**config.mk**
```make
export PLATFORM = sky130hd
export DESIGN_NAME = ext_bus_pins
export DESIGN_NICKNAME = d
export VERILOG_FILES = /design/src/inc/ext_bus_pkg.sv /design/src/hdl/pin_sync.sv /design/src/hdl/ext_bus_pins.sv
export SDC_FILE = /design/constraint.sdc
export NUM_CORES = 1
export LEC_CHECK = 0
export BUFFER_PORTS_ARGS = -buffer_cell sky130_fd_sc_hd__buf_2
export CORE_UTILIZATION = 35
export CTS_CLUSTER_SIZE = 25
export DETAILED_ROUTE_END_ITERATION = 10
export PLACE_DENSITY_LB_ADDON = 0.25
export SETUP_SLACK_MARGIN = 0.15
export SYNTH_ARGS = -nofsm -noshare
export SYNTH_HDL_FRONTEND = slang
export SYNTH_SLANG_ARGS = --single-unit
export TNS_END_PERCENT = 50
```
**constraint.sdc**
```tcl
create_clock -name sys_clk_in -period 2.68 [get_ports sys_clk_in]
set_input_delay 0 -clock sys_clk_in [delete_from_list [all_inputs] [get_ports sys_clk_in]]
set_output_delay 0 -clock sys_clk_in [all_outputs]
set_load 0.005 [all_outputs]
```
**src/inc/ext_bus_pkg.sv**
```systemverilog
/*
  Constants for the external bus pin controller: register offsets, field
  positions, reset values, state encoding and the bus-cycle divider.
  Assumes a single system clock; the CPU bus rate is an enable from it.
*/
package ext_bus_pkg;
  localparam int unsigned CPU_CLK_DIV = 2;
  localparam int unsigned DIV_W = 2;
  localparam logic [DIV_W-1:0] DIV_LAST = DIV_W'(CPU_CLK_DIV - 1);
  localparam logic [DIV_W-1:0] DIV_HALF = DIV_W'(CPU_CLK_DIV / 2);
  localparam logic [DIV_W-1:0] DIV_ZERO = 2'h0;

  localparam int unsigned SYNC_STAGES = 2;
  localparam logic [1:0] STRAP_WAIT = 2'h3;
  localparam logic [1:0] STRAP_ZERO = 2'h0;

  localparam int unsigned REG_AW = 8;
  localparam int unsigned REG_DW = 16;
  localparam logic [REG_AW-1:0] SYSTEM_CONFIG_OFS = 8'h00;
  localparam logic [REG_AW-1:0] SEG_DIR_OFS = 8'h04;
  localparam logic [REG_AW-1:0] SEG_DATA_OFS = 8'h08;
  localparam logic [REG_AW-1:0] STATUS_OFS = 8'h0c;

  localparam int unsigned CFG_WRITE_STROBE_CONFIG_BIT_BIT = 0;
  localparam int unsigned CFG_MUX_BIT = 1;
  localparam int unsigned CFG_BUS16_BIT = 2;
  localparam int unsigned CFG_READY_EN_BIT = 3;
  localparam int unsigned CFG_SYSTEM_CLOCK_OUTPUT_EN_BIT = 4;
  localparam int unsigned CFG_SEG_ADDR_BIT = 5;
  localparam int unsigned CFG_W = 6;
  localparam logic [CFG_W-1:0] CFG_RESET = 6'h06;

  localparam int unsigned ST_BUSY_BIT = 0;
  localparam int unsigned ST_BOOT_EXT_BIT = 1;
  localparam int unsigned ST_READY_BIT = 2;
  localparam int unsigned ST_DEMUX_SEEN_BIT = 3;
  localparam int unsigned ST_SEG_PIN_LSB = 8;

  localparam int unsigned ADDR_W = 24;
  localparam int unsigned DATA_W = 16;
  localparam int unsigned SEG_W = 8;
  localparam int unsigned SEG_LSB = 16;
  localparam int unsigned BYTE_W = 8;

  localparam logic [SEG_W-1:0] SEG_RESET = 8'h00;
  localparam logic [DATA_W-1:0] DATA_ZERO = 16'h0000;

  typedef enum logic [1:0] {
    ST_IDLE = 2'b00,
    ST_LATCH = 2'b01,
    ST_STROBE = 2'b11,
    ST_FINISH = 2'b10
  } bus_state_e;
endpackage

```
**src/hdl/pin_sync.sv**
```systemverilog
/*
  Two-flop synchroniser bank for pins that arrive from outside the clock.
  Assumes every bit is an independent level; no bit pairing is kept.
*/
module pin_sync
  import ext_bus_pkg::*;
#(
  parameter int unsigned WIDTH = 1
) (
  input wire logic sys_clk_in, // system clock
  input wire logic resetn_in, // synchronous reset, active low
  input wire logic [WIDTH-1:0] pin_in, // asynchronous pins
  output logic [WIDTH-1:0] sync_out // synchronised levels
);
  logic [WIDTH-1:0] stage_r [SYNC_STAGES];

  always_ff @(posedge sys_clk_in) begin
    if (!resetn_in) begin
      stage_r[0] <= '0;
    end else begin
      stage_r[0] <= pin_in;
    end
  end

  genvar g;
  generate
    for (g = 1; g < SYNC_STAGES; g++) begin : g_stage
      always_ff @(posedge sys_clk_in) begin
        if (!resetn_in) begin
          stage_r[g] <= '0;
        end else begin
          stage_r[g] <= stage_r[g-1];
        end
      end
    end
  endgenerate

  assign sync_out = stage_r[SYNC_STAGES-1];
endmodule

```
**src/hdl/ext_bus_pins.sv**
```systemverilog
/*
  External bus pin controller: sequences one external access at a time on
  the read, write and high-byte strobes, address latch strobe, shared
  address/data port, demultiplexed address port and segment port.
  Assumes the CPU side holds request fields only in the cycle of req_in and
  that the board keeps the access select pin at its strap level.
*/
// Operation
// - read strobe asserted for every external fetch or data read
// - full-write mode: write strobe on every data write
// - low-byte mode: strobe on low-byte writes at 16 bits, all writes at 8
// - config bit in system config register picks the write strobe mode
// - ready enabled and ready pin high keeps inserting wait states
// - multiplexed modes provide address latch strobe
// - access select low at reset boots external, high boots internal
// - segment port drives address bits 16 to 23, bit 0 lowest
// - one pin serves as high-byte enable or high-byte write strobe
// - segment port bits have own direction; input bits float the driver
// - system clock output runs at the CPU clock rate
// - data port carries address and data muxed, data only demuxed
// - address port drives address demuxed and after demux-to-mux switch
module ext_bus_pins
  import ext_bus_pkg::*;
(
  input wire logic sys_clk_in, // system clock
  input wire logic resetn_in, // synchronous reset, active low
  input wire logic [REG_AW-1:0] reg_addr_in, // register byte address
  input wire logic [REG_DW-1:0] reg_wdata_in, // register write data
  input wire logic reg_wr_in, // register write strobe
  input wire logic reg_rd_in, // register read strobe
  output logic [REG_DW-1:0] reg_rdata_out, // read data, cycle after strobe
  input wire logic req_in, // access request pulse
  input wire logic req_write_in, // 1 write, 0 read
  input wire logic req_fetch_in, // instruction fetch
  input wire logic [ADDR_W-1:0] req_addr_in, // access address
  input wire logic [DATA_W-1:0] req_wdata_in, // write data
  input wire logic [1:0] req_byte_en_in, // byte lanes, bit 1 high byte
  output logic busy_out, // access in progress
  output logic done_out, // access finished pulse
  output logic [DATA_W-1:0] rdata_out, // read data at done
  output logic boot_external_out, // start execution externally
  output logic rd_strobe_n_out, // read strobe, active low
  output logic wr_strobe_n_out, // write or low-byte write strobe, active low
  output logic high_byte_n_out, // high-byte enable or write strobe, low
  output logic ale_out, // address latch strobe, active high
  input wire logic ready_n_in, // ready pin, high inserts waits
  input wire logic access_select_in, // access select pin
  output logic system_clock_output, // system clock output
  input wire logic [DATA_W-1:0] address_data_port_in, // shared port pins
  output logic [DATA_W-1:0] address_data_port_out, // shared port drive
  output logic [DATA_W-1:0] address_data_port_oe_out, // shared port enable
  output logic [DATA_W-1:0] demux_address_port_out, // address port drive
  output logic [DATA_W-1:0] demux_address_port_oe_out, // address port enable
  input wire logic [SEG_W-1:0] segment_port_in, // segment port pins
  output logic [SEG_W-1:0] segment_port_out, // segment port drive
  output logic [SEG_W-1:0] segment_port_oe_out // segment port enable
);
  function automatic logic reg_hit(input logic [REG_AW-1:0] a, input logic [REG_AW-1:0] ofs);
    reg_hit = (a == ofs);
  endfunction

  logic [DATA_W-1:0] ad_sync;
  logic [SEG_W-1:0] seg_sync;
  logic ready_sync;
  logic select_sync;

  pin_sync #(.WIDTH(DATA_W + SEG_W + 2)) u_sync (
    .sys_clk_in(sys_clk_in),
    .resetn_in(resetn_in),
    .pin_in({address_data_port_in, segment_port_in, ready_n_in, access_select_in}),
    .sync_out({ad_sync, seg_sync, ready_sync, select_sync})
  );

  logic [CFG_W-1:0] system_config_register_r;
  logic [SEG_W-1:0] seg_dir_r;
  logic [SEG_W-1:0] seg_data_r;
  logic wr_cfg;
  logic cfg_mux;
  logic cfg_bus16;
  logic cfg_ready_en;

  assign wr_cfg = system_config_register_r[CFG_WRITE_STROBE_CONFIG_BIT_BIT];
  assign cfg_mux = system_config_register_r[CFG_MUX_BIT];
  assign cfg_bus16 = system_config_register_r[CFG_BUS16_BIT];
  assign cfg_ready_en = system_config_register_r[CFG_READY_EN_BIT];

  always_ff @(posedge sys_clk_in) begin
    if (!resetn_in) begin
      system_config_register_r <= CFG_RESET;
    end else if (reg_wr_in && reg_hit(reg_addr_in, SYSTEM_CONFIG_OFS)) begin
      system_config_register_r <= reg_wdata_in[CFG_W-1:0];
    end
  end

  always_ff @(posedge sys_clk_in) begin
    if (!resetn_in) begin
      seg_dir_r <= SEG_RESET;
      seg_data_r <= SEG_RESET;
    end else if (reg_wr_in) begin
      if (reg_hit(reg_addr_in, SEG_DIR_OFS)) begin
        seg_dir_r <= reg_wdata_in[SEG_W-1:0];
      end
      if (reg_hit(reg_addr_in, SEG_DATA_OFS)) begin
        seg_data_r <= reg_wdata_in[SEG_W-1:0];
      end
    end
  end

  // cpu bus rate enable and clock output
  logic [DIV_W-1:0] div_cnt_r;
  logic tick;
  logic clk_out_r;

  assign tick = (div_cnt_r == DIV_LAST);

  always_ff @(posedge sys_clk_in) begin
    if (!resetn_in) begin
      div_cnt_r <= DIV_ZERO;
    end else if (tick) begin
      div_cnt_r <= DIV_ZERO;
    end else begin
      div_cnt_r <= div_cnt_r + 2'h1;
    end
  end

  always_ff @(posedge sys_clk_in) begin
    if (!resetn_in) begin
      clk_out_r <= 1'b0;
    end else begin
      // high over the first half of each bus period
      clk_out_r <= system_config_register_r[CFG_SYSTEM_CLOCK_OUTPUT_EN_BIT] &&
                   (tick || (div_cnt_r < DIV_HALF - 2'h1));
    end
  end
  assign system_clock_output = clk_out_r;

  // strap capture once the synchroniser has settled after release
  logic [1:0] strap_cnt_r;
  logic boot_ext_r;

  always_ff @(posedge sys_clk_in) begin
    if (!resetn_in) begin
      strap_cnt_r <= STRAP_WAIT;
      boot_ext_r <= 1'b1;
    end else if (strap_cnt_r != STRAP_ZERO) begin
      strap_cnt_r <= strap_cnt_r - 2'h1;
      if (strap_cnt_r == 2'h1) begin
        boot_ext_r <= ~select_sync;
      end
    end
  end
  assign boot_external_out = boot_ext_r;

  // request capture
  logic pend_r;
  logic pend_write_r;
  logic [ADDR_W-1:0] pend_addr_r;
  logic [DATA_W-1:0] pend_wdata_r;
  logic [1:0] pend_be_r;
  bus_state_e state_r;
  logic busy_r;

  always_ff @(posedge sys_clk_in) begin
    if (!resetn_in) begin
      pend_r <= 1'b0;
      pend_write_r <= 1'b0;
      pend_addr_r <= '0;
      pend_wdata_r <= DATA_ZERO;
      pend_be_r <= 2'h0;
    end else if (req_in && !busy_r) begin
      pend_r <= 1'b1;
      pend_write_r <= req_write_in && !req_fetch_in;
      pend_addr_r <= req_addr_in;
      pend_wdata_r <= req_wdata_in;
      pend_be_r <= req_byte_en_in;
    end else if (tick && state_r == ST_IDLE) begin
      pend_r <= 1'b0;
    end
  end

  logic wait_req;
  assign wait_req = cfg_ready_en && ready_sync;

  always_ff @(posedge sys_clk_in) begin
    if (!resetn_in) begin
      state_r <= ST_IDLE;
    end else if (tick) begin
      case (state_r)
        ST_IDLE: begin
          if (pend_r) begin
            state_r <= cfg_mux ? ST_LATCH : ST_STROBE;
          end
        end
        ST_LATCH: state_r <= ST_STROBE;
        ST_STROBE: begin
          if (!wait_req) begin
            state_r <= ST_FINISH;
          end
        end
        ST_FINISH: state_r <= ST_IDLE;
        default: state_r <= ST_IDLE;
      endcase
    end
  end

  always_ff @(posedge sys_clk_in) begin
    if (!resetn_in) begin
      busy_r <= 1'b0;
    end else if (req_in && !busy_r) begin
      busy_r <= 1'b1;
    end else if (tick && state_r == ST_FINISH) begin
      busy_r <= 1'b0;
    end
  end
  assign busy_out = busy_r;

  // strobe decode
  logic lo_wr_en;
  logic hi_wr_en;
  logic hi_enable;

  always_comb begin
    if (!wr_cfg) begin
      lo_wr_en = pend_write_r;
    end else begin
      lo_wr_en = pend_write_r && (!cfg_bus16 || pend_be_r[0]);
    end
    hi_wr_en = pend_write_r && cfg_bus16 && pend_be_r[1];
    hi_enable = cfg_bus16 && pend_be_r[1];
  end

  logic enter_strobe;
  logic leave_strobe;
  assign enter_strobe = tick && ((state_r == ST_IDLE && pend_r && !cfg_mux) || state_r == ST_LATCH);
  assign leave_strobe = tick && state_r == ST_STROBE && !wait_req;

  logic rd_n_r;
  logic wr_n_r;
  logic hb_n_r;
  logic ale_r;

  always_ff @(posedge sys_clk_in) begin
    if (!resetn_in) begin
      rd_n_r <= 1'b1;
      wr_n_r <= 1'b1;
    end else if (enter_strobe) begin
      rd_n_r <= pend_write_r;
      wr_n_r <= ~lo_wr_en;
    end else if (leave_strobe) begin
      rd_n_r <= 1'b1;
      wr_n_r <= 1'b1;
    end
  end

  always_ff @(posedge sys_clk_in) begin
    if (!resetn_in) begin
      hb_n_r <= 1'b1;
    end else if (wr_cfg) begin
      // high-byte write strobe timed with the write strobe
      if (enter_strobe) begin
        hb_n_r <= ~hi_wr_en;
      end else if (leave_strobe) begin
        hb_n_r <= 1'b1;
      end
    end else if (tick && state_r == ST_IDLE && pend_r) begin
      hb_n_r <= ~hi_enable;
    end else if (leave_strobe) begin
      hb_n_r <= 1'b1;
    end
  end

  always_ff @(posedge sys_clk_in) begin
    if (!resetn_in) begin
      ale_r <= 1'b0;
    end else begin
      ale_r <= tick && state_r == ST_IDLE && pend_r && cfg_mux;
    end
  end

  assign rd_strobe_n_out = rd_n_r;
  assign wr_strobe_n_out = wr_n_r;
  assign high_byte_n_out = hb_n_r;
  assign ale_out = ale_r;

  // shared address/data port
  logic [DATA_W-1:0] ad_r;
  logic [DATA_W-1:0] ad_oe_r;
  logic [DATA_W-1:0] hi_lane_oe;

  assign hi_lane_oe = {{BYTE_W{1'b1}}, {BYTE_W{1'b0}}};

  always_ff @(posedge sys_clk_in) begin
    if (!resetn_in) begin
      ad_r <= DATA_ZERO;
      ad_oe_r <= DATA_ZERO;
    end else if (tick) begin
      if (state_r == ST_IDLE && pend_r && cfg_mux) begin
        ad_r <= pend_addr_r[DATA_W-1:0];
        ad_oe_r <= ~DATA_ZERO;
      end else if (enter_strobe) begin
        if (pend_write_r) begin
          ad_r <= cfg_bus16 ? pend_wdata_r : {pend_addr_r[DATA_W-1:BYTE_W], pend_wdata_r[BYTE_W-1:0]};
          ad_oe_r <= (cfg_bus16 || cfg_mux) ? ~DATA_ZERO : ~hi_lane_oe;
        end else begin
          // 8-bit muxed keeps the high address byte on the upper lane
          ad_oe_r <= (!cfg_bus16 && cfg_mux) ? hi_lane_oe : DATA_ZERO;
        end
      end else if (state_r == ST_FINISH) begin
        ad_oe_r <= DATA_ZERO;
      end
    end
  end
  assign address_data_port_out = ad_r;
  assign address_data_port_oe_out = ad_oe_r;

  // demultiplexed address port
  logic demux_seen_r;
  logic [DATA_W-1:0] a_port_r;
  logic [DATA_W-1:0] a_port_oe_r;

  always_ff @(posedge sys_clk_in) begin
    if (!resetn_in) begin
      demux_seen_r <= 1'b0;
    end else if (!cfg_mux) begin
      demux_seen_r <= 1'b1;
    end
  end

  always_ff @(posedge sys_clk_in) begin
    if (!resetn_in) begin
      a_port_r <= DATA_ZERO;
      a_port_oe_r <= DATA_ZERO;
    end else begin
      a_port_oe_r <= (!cfg_mux || demux_seen_r) ? ~DATA_ZERO : DATA_ZERO;
      if (tick && state_r == ST_IDLE && pend_r) begin
        a_port_r <= pend_addr_r[DATA_W-1:0];
      end
    end
  end
  assign demux_address_port_out = a_port_r;
  assign demux_address_port_oe_out = a_port_oe_r;

  // segment port
  logic [SEG_W-1:0] seg_addr_r;
  logic [SEG_W-1:0] seg_out_r;
  logic [SEG_W-1:0] seg_oe_r;

  always_ff @(posedge sys_clk_in) begin
    if (!resetn_in) begin
      seg_addr_r <= SEG_RESET;
    end else if (tick && state_r == ST_IDLE && pend_r) begin
      seg_addr_r <= pend_addr_r[SEG_LSB +: SEG_W];
    end
  end

  always_ff @(posedge sys_clk_in) begin
    if (!resetn_in) begin
      seg_out_r <= SEG_RESET;
      seg_oe_r <= SEG_RESET;
    end else begin
      seg_oe_r <= seg_dir_r;
      seg_out_r <= system_config_register_r[CFG_SEG_ADDR_BIT] ? seg_addr_r : seg_data_r;
    end
  end
  assign segment_port_out = seg_out_r;
  assign segment_port_oe_out = seg_oe_r;

  // read data and completion
  logic done_r;
  logic [DATA_W-1:0] rdata_r;

  always_ff @(posedge sys_clk_in) begin
    if (!resetn_in) begin
      done_r <= 1'b0;
      rdata_r <= DATA_ZERO;
    end else begin
      done_r <= tick && state_r == ST_FINISH;
      if (tick && state_r == ST_FINISH && !pend_write_r) begin
        rdata_r <= cfg_bus16 ? ad_sync : {{BYTE_W{1'b0}}, ad_sync[BYTE_W-1:0]};
      end
    end
  end
  assign done_out = done_r;
  assign rdata_out = rdata_r;

  // register read port
  logic [REG_DW-1:0] rdata_nxt;
  logic [REG_DW-1:0] reg_rdata_r;

  always_comb begin
    rdata_nxt = '0;
    if (reg_hit(reg_addr_in, SYSTEM_CONFIG_OFS)) begin
      rdata_nxt[CFG_W-1:0] = system_config_register_r;
    end else if (reg_hit(reg_addr_in, SEG_DIR_OFS)) begin
      rdata_nxt[SEG_W-1:0] = seg_dir_r;
    end else if (reg_hit(reg_addr_in, SEG_DATA_OFS)) begin
      rdata_nxt[SEG_W-1:0] = seg_data_r;
    end else if (reg_hit(reg_addr_in, STATUS_OFS)) begin
      rdata_nxt[ST_BUSY_BIT] = busy_r;
      rdata_nxt[ST_BOOT_EXT_BIT] = boot_ext_r;
      rdata_nxt[ST_READY_BIT] = ready_sync;
      rdata_nxt[ST_DEMUX_SEEN_BIT] = demux_seen_r;
      rdata_nxt[ST_SEG_PIN_LSB +: SEG_W] = seg_sync;
    end
  end

  always_ff @(posedge sys_clk_in) begin
    if (!resetn_in) begin
      reg_rdata_r <= '0;
    end else if (reg_rd_in) begin
      reg_rdata_r <= rdata_nxt;
    end else begin
      reg_rdata_r <= '0;
    end
  end
  assign reg_rdata_out = reg_rdata_r;
endmodule

```
==> summary.md, run 1 <==
| Metric | Value |
|---|---|
| Status | complete, no violations |
| Synth async-reset ratio | 0 |
| Crit path cell chain | dlygate4sd3_1 > buf_2 > nor4_4 > dlygate4sd3_1 > nand4_1 > buf_4 > a2111oi_0 > dlygate4sd3_1 |
| Total Routing Usage GR | 0.170 |
| PortBufs | 210 |
| Synth Instances | 850 |
| Cell mode on critical path | dlygate4sd3_1 |
| Switch Pwr | between 1.5 and 2 mW |
| Worst Path Required | about 3.1 ns |
| Global-route wire length before repair | between 30,000 and 40,000 um |
| Largest net degree at the start of global routing | 95 |
| Setup bufs post-CTS | 0 |
| Post-synth top flop | dfxtp_1 |
| CP Buf/Inv Count | 5 |
| Die width | roughly 150 um |
| CP Capture Type | flip-flop |
| Max-Cap Viols | 0 |
| Grt total ovfl | 0 |
| CP top delay family | buffers and inverters |
| Antenna-violating nets left | 0 |
| Post-route insts no fill | about 1,400 |
| Synth top area cells | dfxtp_1 (57%), nand2_1 (8.9%), a21oi_1 (6.3%) |
| Clk buf depth | 3 |
| Final TNS setup | 0 ns |
| Hpwl dp | 12,500 um |
| HP Class | input pin to flip-flop |
| Sequential Power Share | 0.472 |
| Final wirelength | 19,600 um |
| Fin crit share | 0.873 |
| Crit path max fanout | 9 |
| First-pass DRT Iterations | 6 |
| Area of the multi-input gates | between 2000 and 3000 um2 |
| CTS Sinks | around 220 |
| TritonCTS Buffers | 25 |
| Clock Latency Late Sink | between 0.5 and 0.6 ns |
| Register area share after synthesis | 0.573 |
| CTS tree | done |
| Worst-Margin Slew | approximately 0.84 ns |
| Vias in the first global route | between 5,000 and 6,000 |
| Die Area | ~23,000 um2 |
| Gpl congestion | 0.767 |
| RSZ-0062 raised after global routing | no |
| Die Y-Extent | around 150 um |
| DP Area | 8920 um2 |
| CP arrival | between 2 and 3 ns |
| Fmax | roughly 430 MHz |
| Power share of the clock group | 0.450 |
| # rows | 54 |
| Post-cts sizing count | 0 |
| Vias per std cell | between 4 and 5 |
| Crit path time final | between 2 and 2.5 ns |
| Synth top area share | 0.573 |
| Switching share of power | 0.222 |
| Final setup viols | 0 |
| Clock Skew | roughly 0.0096 ns |
| FF+latch count, synth | about 220 |
| Int Power | between 5 and 6 mW |
| Crit-path max cell delay | about 0.6 ns |
| First DRT Iteration DRCs | approximately 210 |
| Pleak | ~4.6 nW |
| Final instance area | roughly 11,000 um2 |
| Max_slew headroom | 0.438 |
| Cell Area, Synth | roughly 7800 um2 |
| FF/Latch Area | ~4500 um2 |
| # fillers | about 2,100 |
| Fin. max-slew vios | 0 |
| Power Density | around 700 nW/um2 |
| Worst IR drop on VDD | approximately 0.37 mV |
| Drt drc | 0 |
| Cells after DPL | approximately 1,300 |
| Root Buffer | clkbuf_16 |
| Initial antenna violation count | 1 |
| Core box area | approximately 22,000 um2 |
| H-Tree Depth | 1 |
| Area Growth Syn to Fin | 36.5% |
| Initial Util | 0.358 |
| Final Net Count | between 1,000 and 1,500 |
| Crit path launch type | input pin |
| Combinational share of power | 0.078 |
| Critical path type | input pin to flip-flop |
| Number of synthesized flops with an enable pin | 0 |
| Layout cells sized above 1 | 0.249 |
| Synthesized area per cell | just over 9 um2 |
| Final hold viol count | 0 |
| Vias | around 6,500 |
| Synth Warn # | 0 |
| Slowest-stage cell, CP | dlygate4sd3_1 |
| Clk slew on worst S/H paths | about 0.060 ns |
| Syn_nets | about 950 |
| Synth cell types | 41 |
| Synth area leader | dfxtp_1 |
| Wirelength per Cell | roughly 14 um |
| IO Count | 219 |
[synth_stat cells, drive strengths merged, types with 3 or more instances]
| library cell | instances |
|---|---|
| mux2i | 28 |
| nand3 | 21 |
| ha | 3 |
| clkbuf | 40 |
| nor2 | 36 |
| a2111oi | 3 |
| buf | 44 |
| o21ai | 33 |
| mux4 | 3 |
| nor2b | 9 |
| and2 | 68 |
| nand2 | 185 |
| a21oi | 98 |
| nand4 | 5 |
| a211oi | 8 |
| inv | 8 |
| nand2b | 6 |
| and2b | 3 |
| dfxtp | 224 |
[per-layer routing]
layer,track usage,share of wire,wire length (um),vias to the layer above
li1,-,-,-,3296
met1,0.219,0.45,8830,2946
met2,0.284,0.47,9310,182
met3,0.0338,0.054,1070,33
met4,0.0525,0.022,432,0
met5,0,0,0,-
[path summary, 6_finish.rpt]
path	to	slack [ns]	start	cells after the start
setup reg to reg	pend_write_r	0.54	busy_out	4
setup / recovery	reg_rdata_out[2]	0.34	reg_addr_in[5]	8
hold reg to reg	reg_rdata_out[14]	0.42	u_sync.stage_r[1][8]	1
hold / removal	reg_rdata_out[6]	0.03	reg_addr_in[0]	5
[through the flow]
step | worst slack (ns) | util | hold WS (ns) | total power, mW
floorplan | 1.19 | - | 0.125 | 3.89
global placement | 0.690 | 0.407 | 0.206 | 4.07
detailed placement | 0.679 | 0.407 | 0.208 | 4.07
CTS | 0.320 | 0.488 | 0.000833 | 7.55
global route | 0.206 | 0.488 | 0.0530 | 7.77
finish | 0.340 | 0.488 | 0.0278 | 7.45
[kinds of logic after synthesis]
logic type | share of synthesized area
simple gates | 0.206
flops | 0.573
compound gates | 0.109
mux | 0.0459
buf+inv | 0.0609
xor+xnor | 0.00112
fa+ha+maj | 0.00480
[sequential cells by signal, indices dropped and copies added, names as in the netlist, 6 cells and up]
register and flops:
u_sync.stage_r 52, pend_addr_r 24, address_data_port_out 16, demux_address_port_out 16, pend_wdata_r 16, rdata_out 16, reg_rdata_out 16, seg_addr_r 8
seg_data_r 8, seg_dir_r 8, segment_port_oe_out 8, segment_port_out 8, system_config_register_r 6
[power groups by stage]
stage	clock network [mW]	logic [mW]	registers (mW)
2_1_floorplan	0	0.318	3.57
4_1_cts	3.44	0.587	3.52
3_5_place_dp	0	0.484	3.59
5_1_grt	3.58	0.659	3.53
6_report	3.35	0.583	3.52
3_3_place_gp	0	0.477	3.59
[worst register-to-register path: stages (launching register included)]
cell and delay (ns):
dfxtp_1 0.41, nor2b_4 0.71, nand3b_1 0.19, dlygate4sd3_1 0.62, a21oi_1 0.13
[layout by cell type (no fill, tap or decap), types with 8 or more instances in the layout]
cell / instances
dfxtp_1: 224
buf_2: 210
nand2_1: 185
a21oi_1: 98
dlygate4sd3_1: 94
and2_1: 68
nor2_1: 36
o21ai_0: 33
mux2i_1: 28
clkbuf_16: 25
nand3_1: 21
buf_4: 11
clkbuf_8: 9
nor2b_1: 8
a211oi_1: 8
[area by class of cell]
class | count | share of cell area
clock buffers | 40 | 0.0722
well taps | 280 | 0.0328
flip-flops and latches | 224 | 0.420
inverters | 8 | 0.00293
repair buffers | 317 | 0.198
clock inverters | 5 | 0.00468
diodes | 2 | 0.000468
multi-input cells | 534 | 0.269
[timing repair]
action                                 CTS  global route
endpoints found under the hold margin   98             0
hold buffers                            94             0
setup endpoints to repair                0             1
Power figures use the tool's default switching activity.
==> run 2: changes to the inputs <==
--- a/config.mk
+++ b/config.mk
@@ -5,10 +5,11 @@
 export SDC_FILE = /design/constraint.sdc
 export NUM_CORES = 1
 export LEC_CHECK = 0
-export BUFFER_PORTS_ARGS = -buffer_cell sky130_fd_sc_hd__buf_2
 export CORE_UTILIZATION = 35
-export CTS_CLUSTER_SIZE = 25
+export CTS_BUF_LIST = sky130_fd_sc_hd__clkbuf_4
+export CTS_CLUSTER_SIZE = 16
 export DETAILED_ROUTE_END_ITERATION = 10
+export DONT_BUFFER_PORTS = 1
 export PLACE_DENSITY_LB_ADDON = 0.25
 export SETUP_SLACK_MARGIN = 0.15
 export SYNTH_ARGS = -nofsm -noshare
==> run 2 against run 1 <==
Sequential share of layout area increased by 1.9 points. Design area down 4.4%. Cell count down 6.0%. Routed wire length grew 1.9%. Die area is the same. Count of clock-buffer cells in the layout up 36. Largest power group unchanged. Highest routed layer unchanged.
==> summary.md, run 2 (synthesized netlist as in run 1, its figures left out) <==
| Metric | Value |
|---|---|
| Final setup viols | 0 (unchanged) |
| Final hold viol count | 0 (unchanged) |
| CP arrival | 2.88 ns (+0.09 ns) |
| Root Buffer | clkbuf_4 |
| Global-route wire length before repair | 31,200 um (+1.8%) |
| Worst Path Required | 3.25 ns (+0.12 ns) |
| Die Y-Extent | 152 um (unchanged) |
| Biggest regs | u_sync.stage_r x52, pend_addr_r x24 |
| Max-Cap Viols | 0 (unchanged) |
| Gpl congestion | 0.728 (-5.1%) |
| Hpwl dp | 12,100 um (-3.2%) |
| Critical path type | flip-flop to flip-flop |
| First DRT Iteration DRCs | 216 (+1.9%) |
| Initial antenna violation count | 1 (unchanged) |
| Initial Util | 0.358 (unchanged) |
| Core box area | 21,900 um2 (unchanged) |
| Clock Skew | 0.0543 ns (+0.0447 ns) |
| Fmax | 433 MHz (+1.3%) |
| Biggest register | u_sync.stage_r |
| Crit path launch type | flip-flop |
| Drt drc | 0 (unchanged) |
| Worst IR drop on VDD | 0.530 mV (+41%) |
| Clock Latency Late Sink | 0.67 ns (+0.16 ns) |
| Vias in the first global route | 6,052 (+3.5%) |
| HP Class | input pin to flip-flop |
| Die width | 152 um (unchanged) |
| First-pass DRT Iterations | 6 (unchanged) |
| Status | complete, no violations |
| Pleak | 3.86 nW (-16%) |
| Worst-Margin Slew | 0.806 ns (-0.0357 ns) |
| Wirelength per Cell | 15.1 um (+8.5%) |
| Post-cts sizing count | 0 (unchanged) |
| RSZ-0062 raised after global routing | no |
| Max reg flops | 52 (unchanged) |
| # rows | 54 (unchanged) |
| CTS tree | done |
| Finished Core Util | 0.467 (-0.0215) |
| Vias | 6,204 (-3.9%) |
| PortBufs | 0 (-100%) |
| Vias per std cell | 4.68 (+2.2%) |
| CTS Sinks | 224 (unchanged) |
| Crit path max fanout | 28 (+19) |
| Commonest non-fill, non-tap cell in the layout | dfxtp_1 |
| Max_slew headroom | 0.462 (+0.0243) |
| Crit path time final | 2.31 ns (-0.0300 ns) |
| Final Net Count | 1,112 (-8.3%) |
| TritonCTS Buffers | 59 (+140%) |
| Largest net degree at the start of global routing | 103 (+8.4%) |
| Fin. max-slew vios | 0 (unchanged) |
| Area Growth Syn to Fin | 30.5% |
| Die Area | 23,000 um2 (unchanged) |
| Grt total ovfl | 0 (unchanged) |
| Final wirelength | 20,000 um (+1.9%) |
| Layout cells sized above 1 | 0.108 (-0.141) |
| Power Density | 657 nW/um2 (-5.8%) |
| IO Count | 219 (unchanged) |
| Most frequent cells in the layout | dfxtp_1 (224), nand2_1 (185), dlygate4sd3_1 (169) |
| Post-route insts no fill | 1,325 (-6.0%) |
| CP Capture Type | flip-flop |
| Clk slew on worst S/H paths | 0.06 ns (about the same) |
| Antenna-violating nets left | 0 (unchanged) |
| Hold slack | 0.0999 ns (+0.0720 ns) |
| Cells after DPL | 1,059 (-17%) |
| Final TNS setup | 0 ns (unchanged) |
| H-Tree Depth | 2 (+1) |
| Fin crit share | 0.862 (-0.0112) |
| Clk buf depth | 3 (unchanged) |
| Total Routing Usage GR | 0.174 (+0.00418) |
run 2: cell types whose count changed in the layout (fill, tap and decap cells not counted), moves of 2 or more:
| cell | previous run | this run |
|---|---|---|
| buf_12 | 2 | 0 |
| buf_2 | 210 | 0 |
| buf_4 | 11 | 13 |
| clkbuf_1 | 6 | 0 |
| clkbuf_16 | 25 | 0 |
| clkbuf_4 | 0 | 76 |
| clkbuf_8 | 9 | 0 |
| clkinv_1 | 0 | 14 |
| clkinv_2 | 5 | 3 |
| dlygate4sd3_1 | 94 | 169 |
run 2: repair_timing:
action	CTS	global route
setup endpoints to repair	0	0
endpoints found under the hold margin	215	0
setup buffers	0	0
hold buffers	170	0
run 2: power by group:
group | internal [mW] | total, mW | switching [mW] | leakage, nW
registers | 3.45 | 3.53 | 0.0819 | 1.83
clock network | 1.31 | 2.62 | 1.31 | 0.384
logic | 0.293 | 0.558 | 0.266 | 1.65
run 2: cell type report:
class / count / area [um2]
antenna: 2 / 5.00
clock buffer: 76 / 571
clock inverter: 18 / 78.8
fill: 2127 / 11700
inverter: 8 / 31.3
multi-input combinational: 534 / 2880
sequential: 224 / 4480
tap: 280 / 350
timing repair buffer: 183 / 1820
run 2: final timing paths:
kind | slack (ns) | startpoint | end | cells after the start
worst min-delay path | 0.1 | reg_wdata_in[1] | seg_data_r[1] | 3
worst max register to register | 0.37 | busy_out | pend_addr_r[1] | 5
worst max-delay path | 0.37 | busy_out | pend_addr_r[1] | 5
worst min register to register | 0.42 | div_cnt_r[0] | div_cnt_r[0] | 1
run 2: routing by layer:
metal,track usage,up-vias,share of wire
met4,0.0683,0,0.020
met1,0.211,2860,0.43
met2,0.287,186,0.48
li1,-,3123,-
met5,0,-,0
met3,0.0539,35,0.066
run 2: worst max-delay path, cell delays in order, from the launching register on:
cell           delay (ns)
dfxtp_1              0.41
nor2b_4              0.65
buf_4                0.34
nand2_1              0.12
a21oi_1              0.13
dlygate4sd3_1        0.56
run 2: stage by stage:
step	setup WS (ns)	power, mW	cell area [um2]
finish	0.370	6.71	10200
global route	0.240	7.06	10200
CTS	0.315	6.82	10200
detailed placement	0.622	3.95	7840
global placement	0.653	3.94	7840
floorplan	1.19	3.89	7830
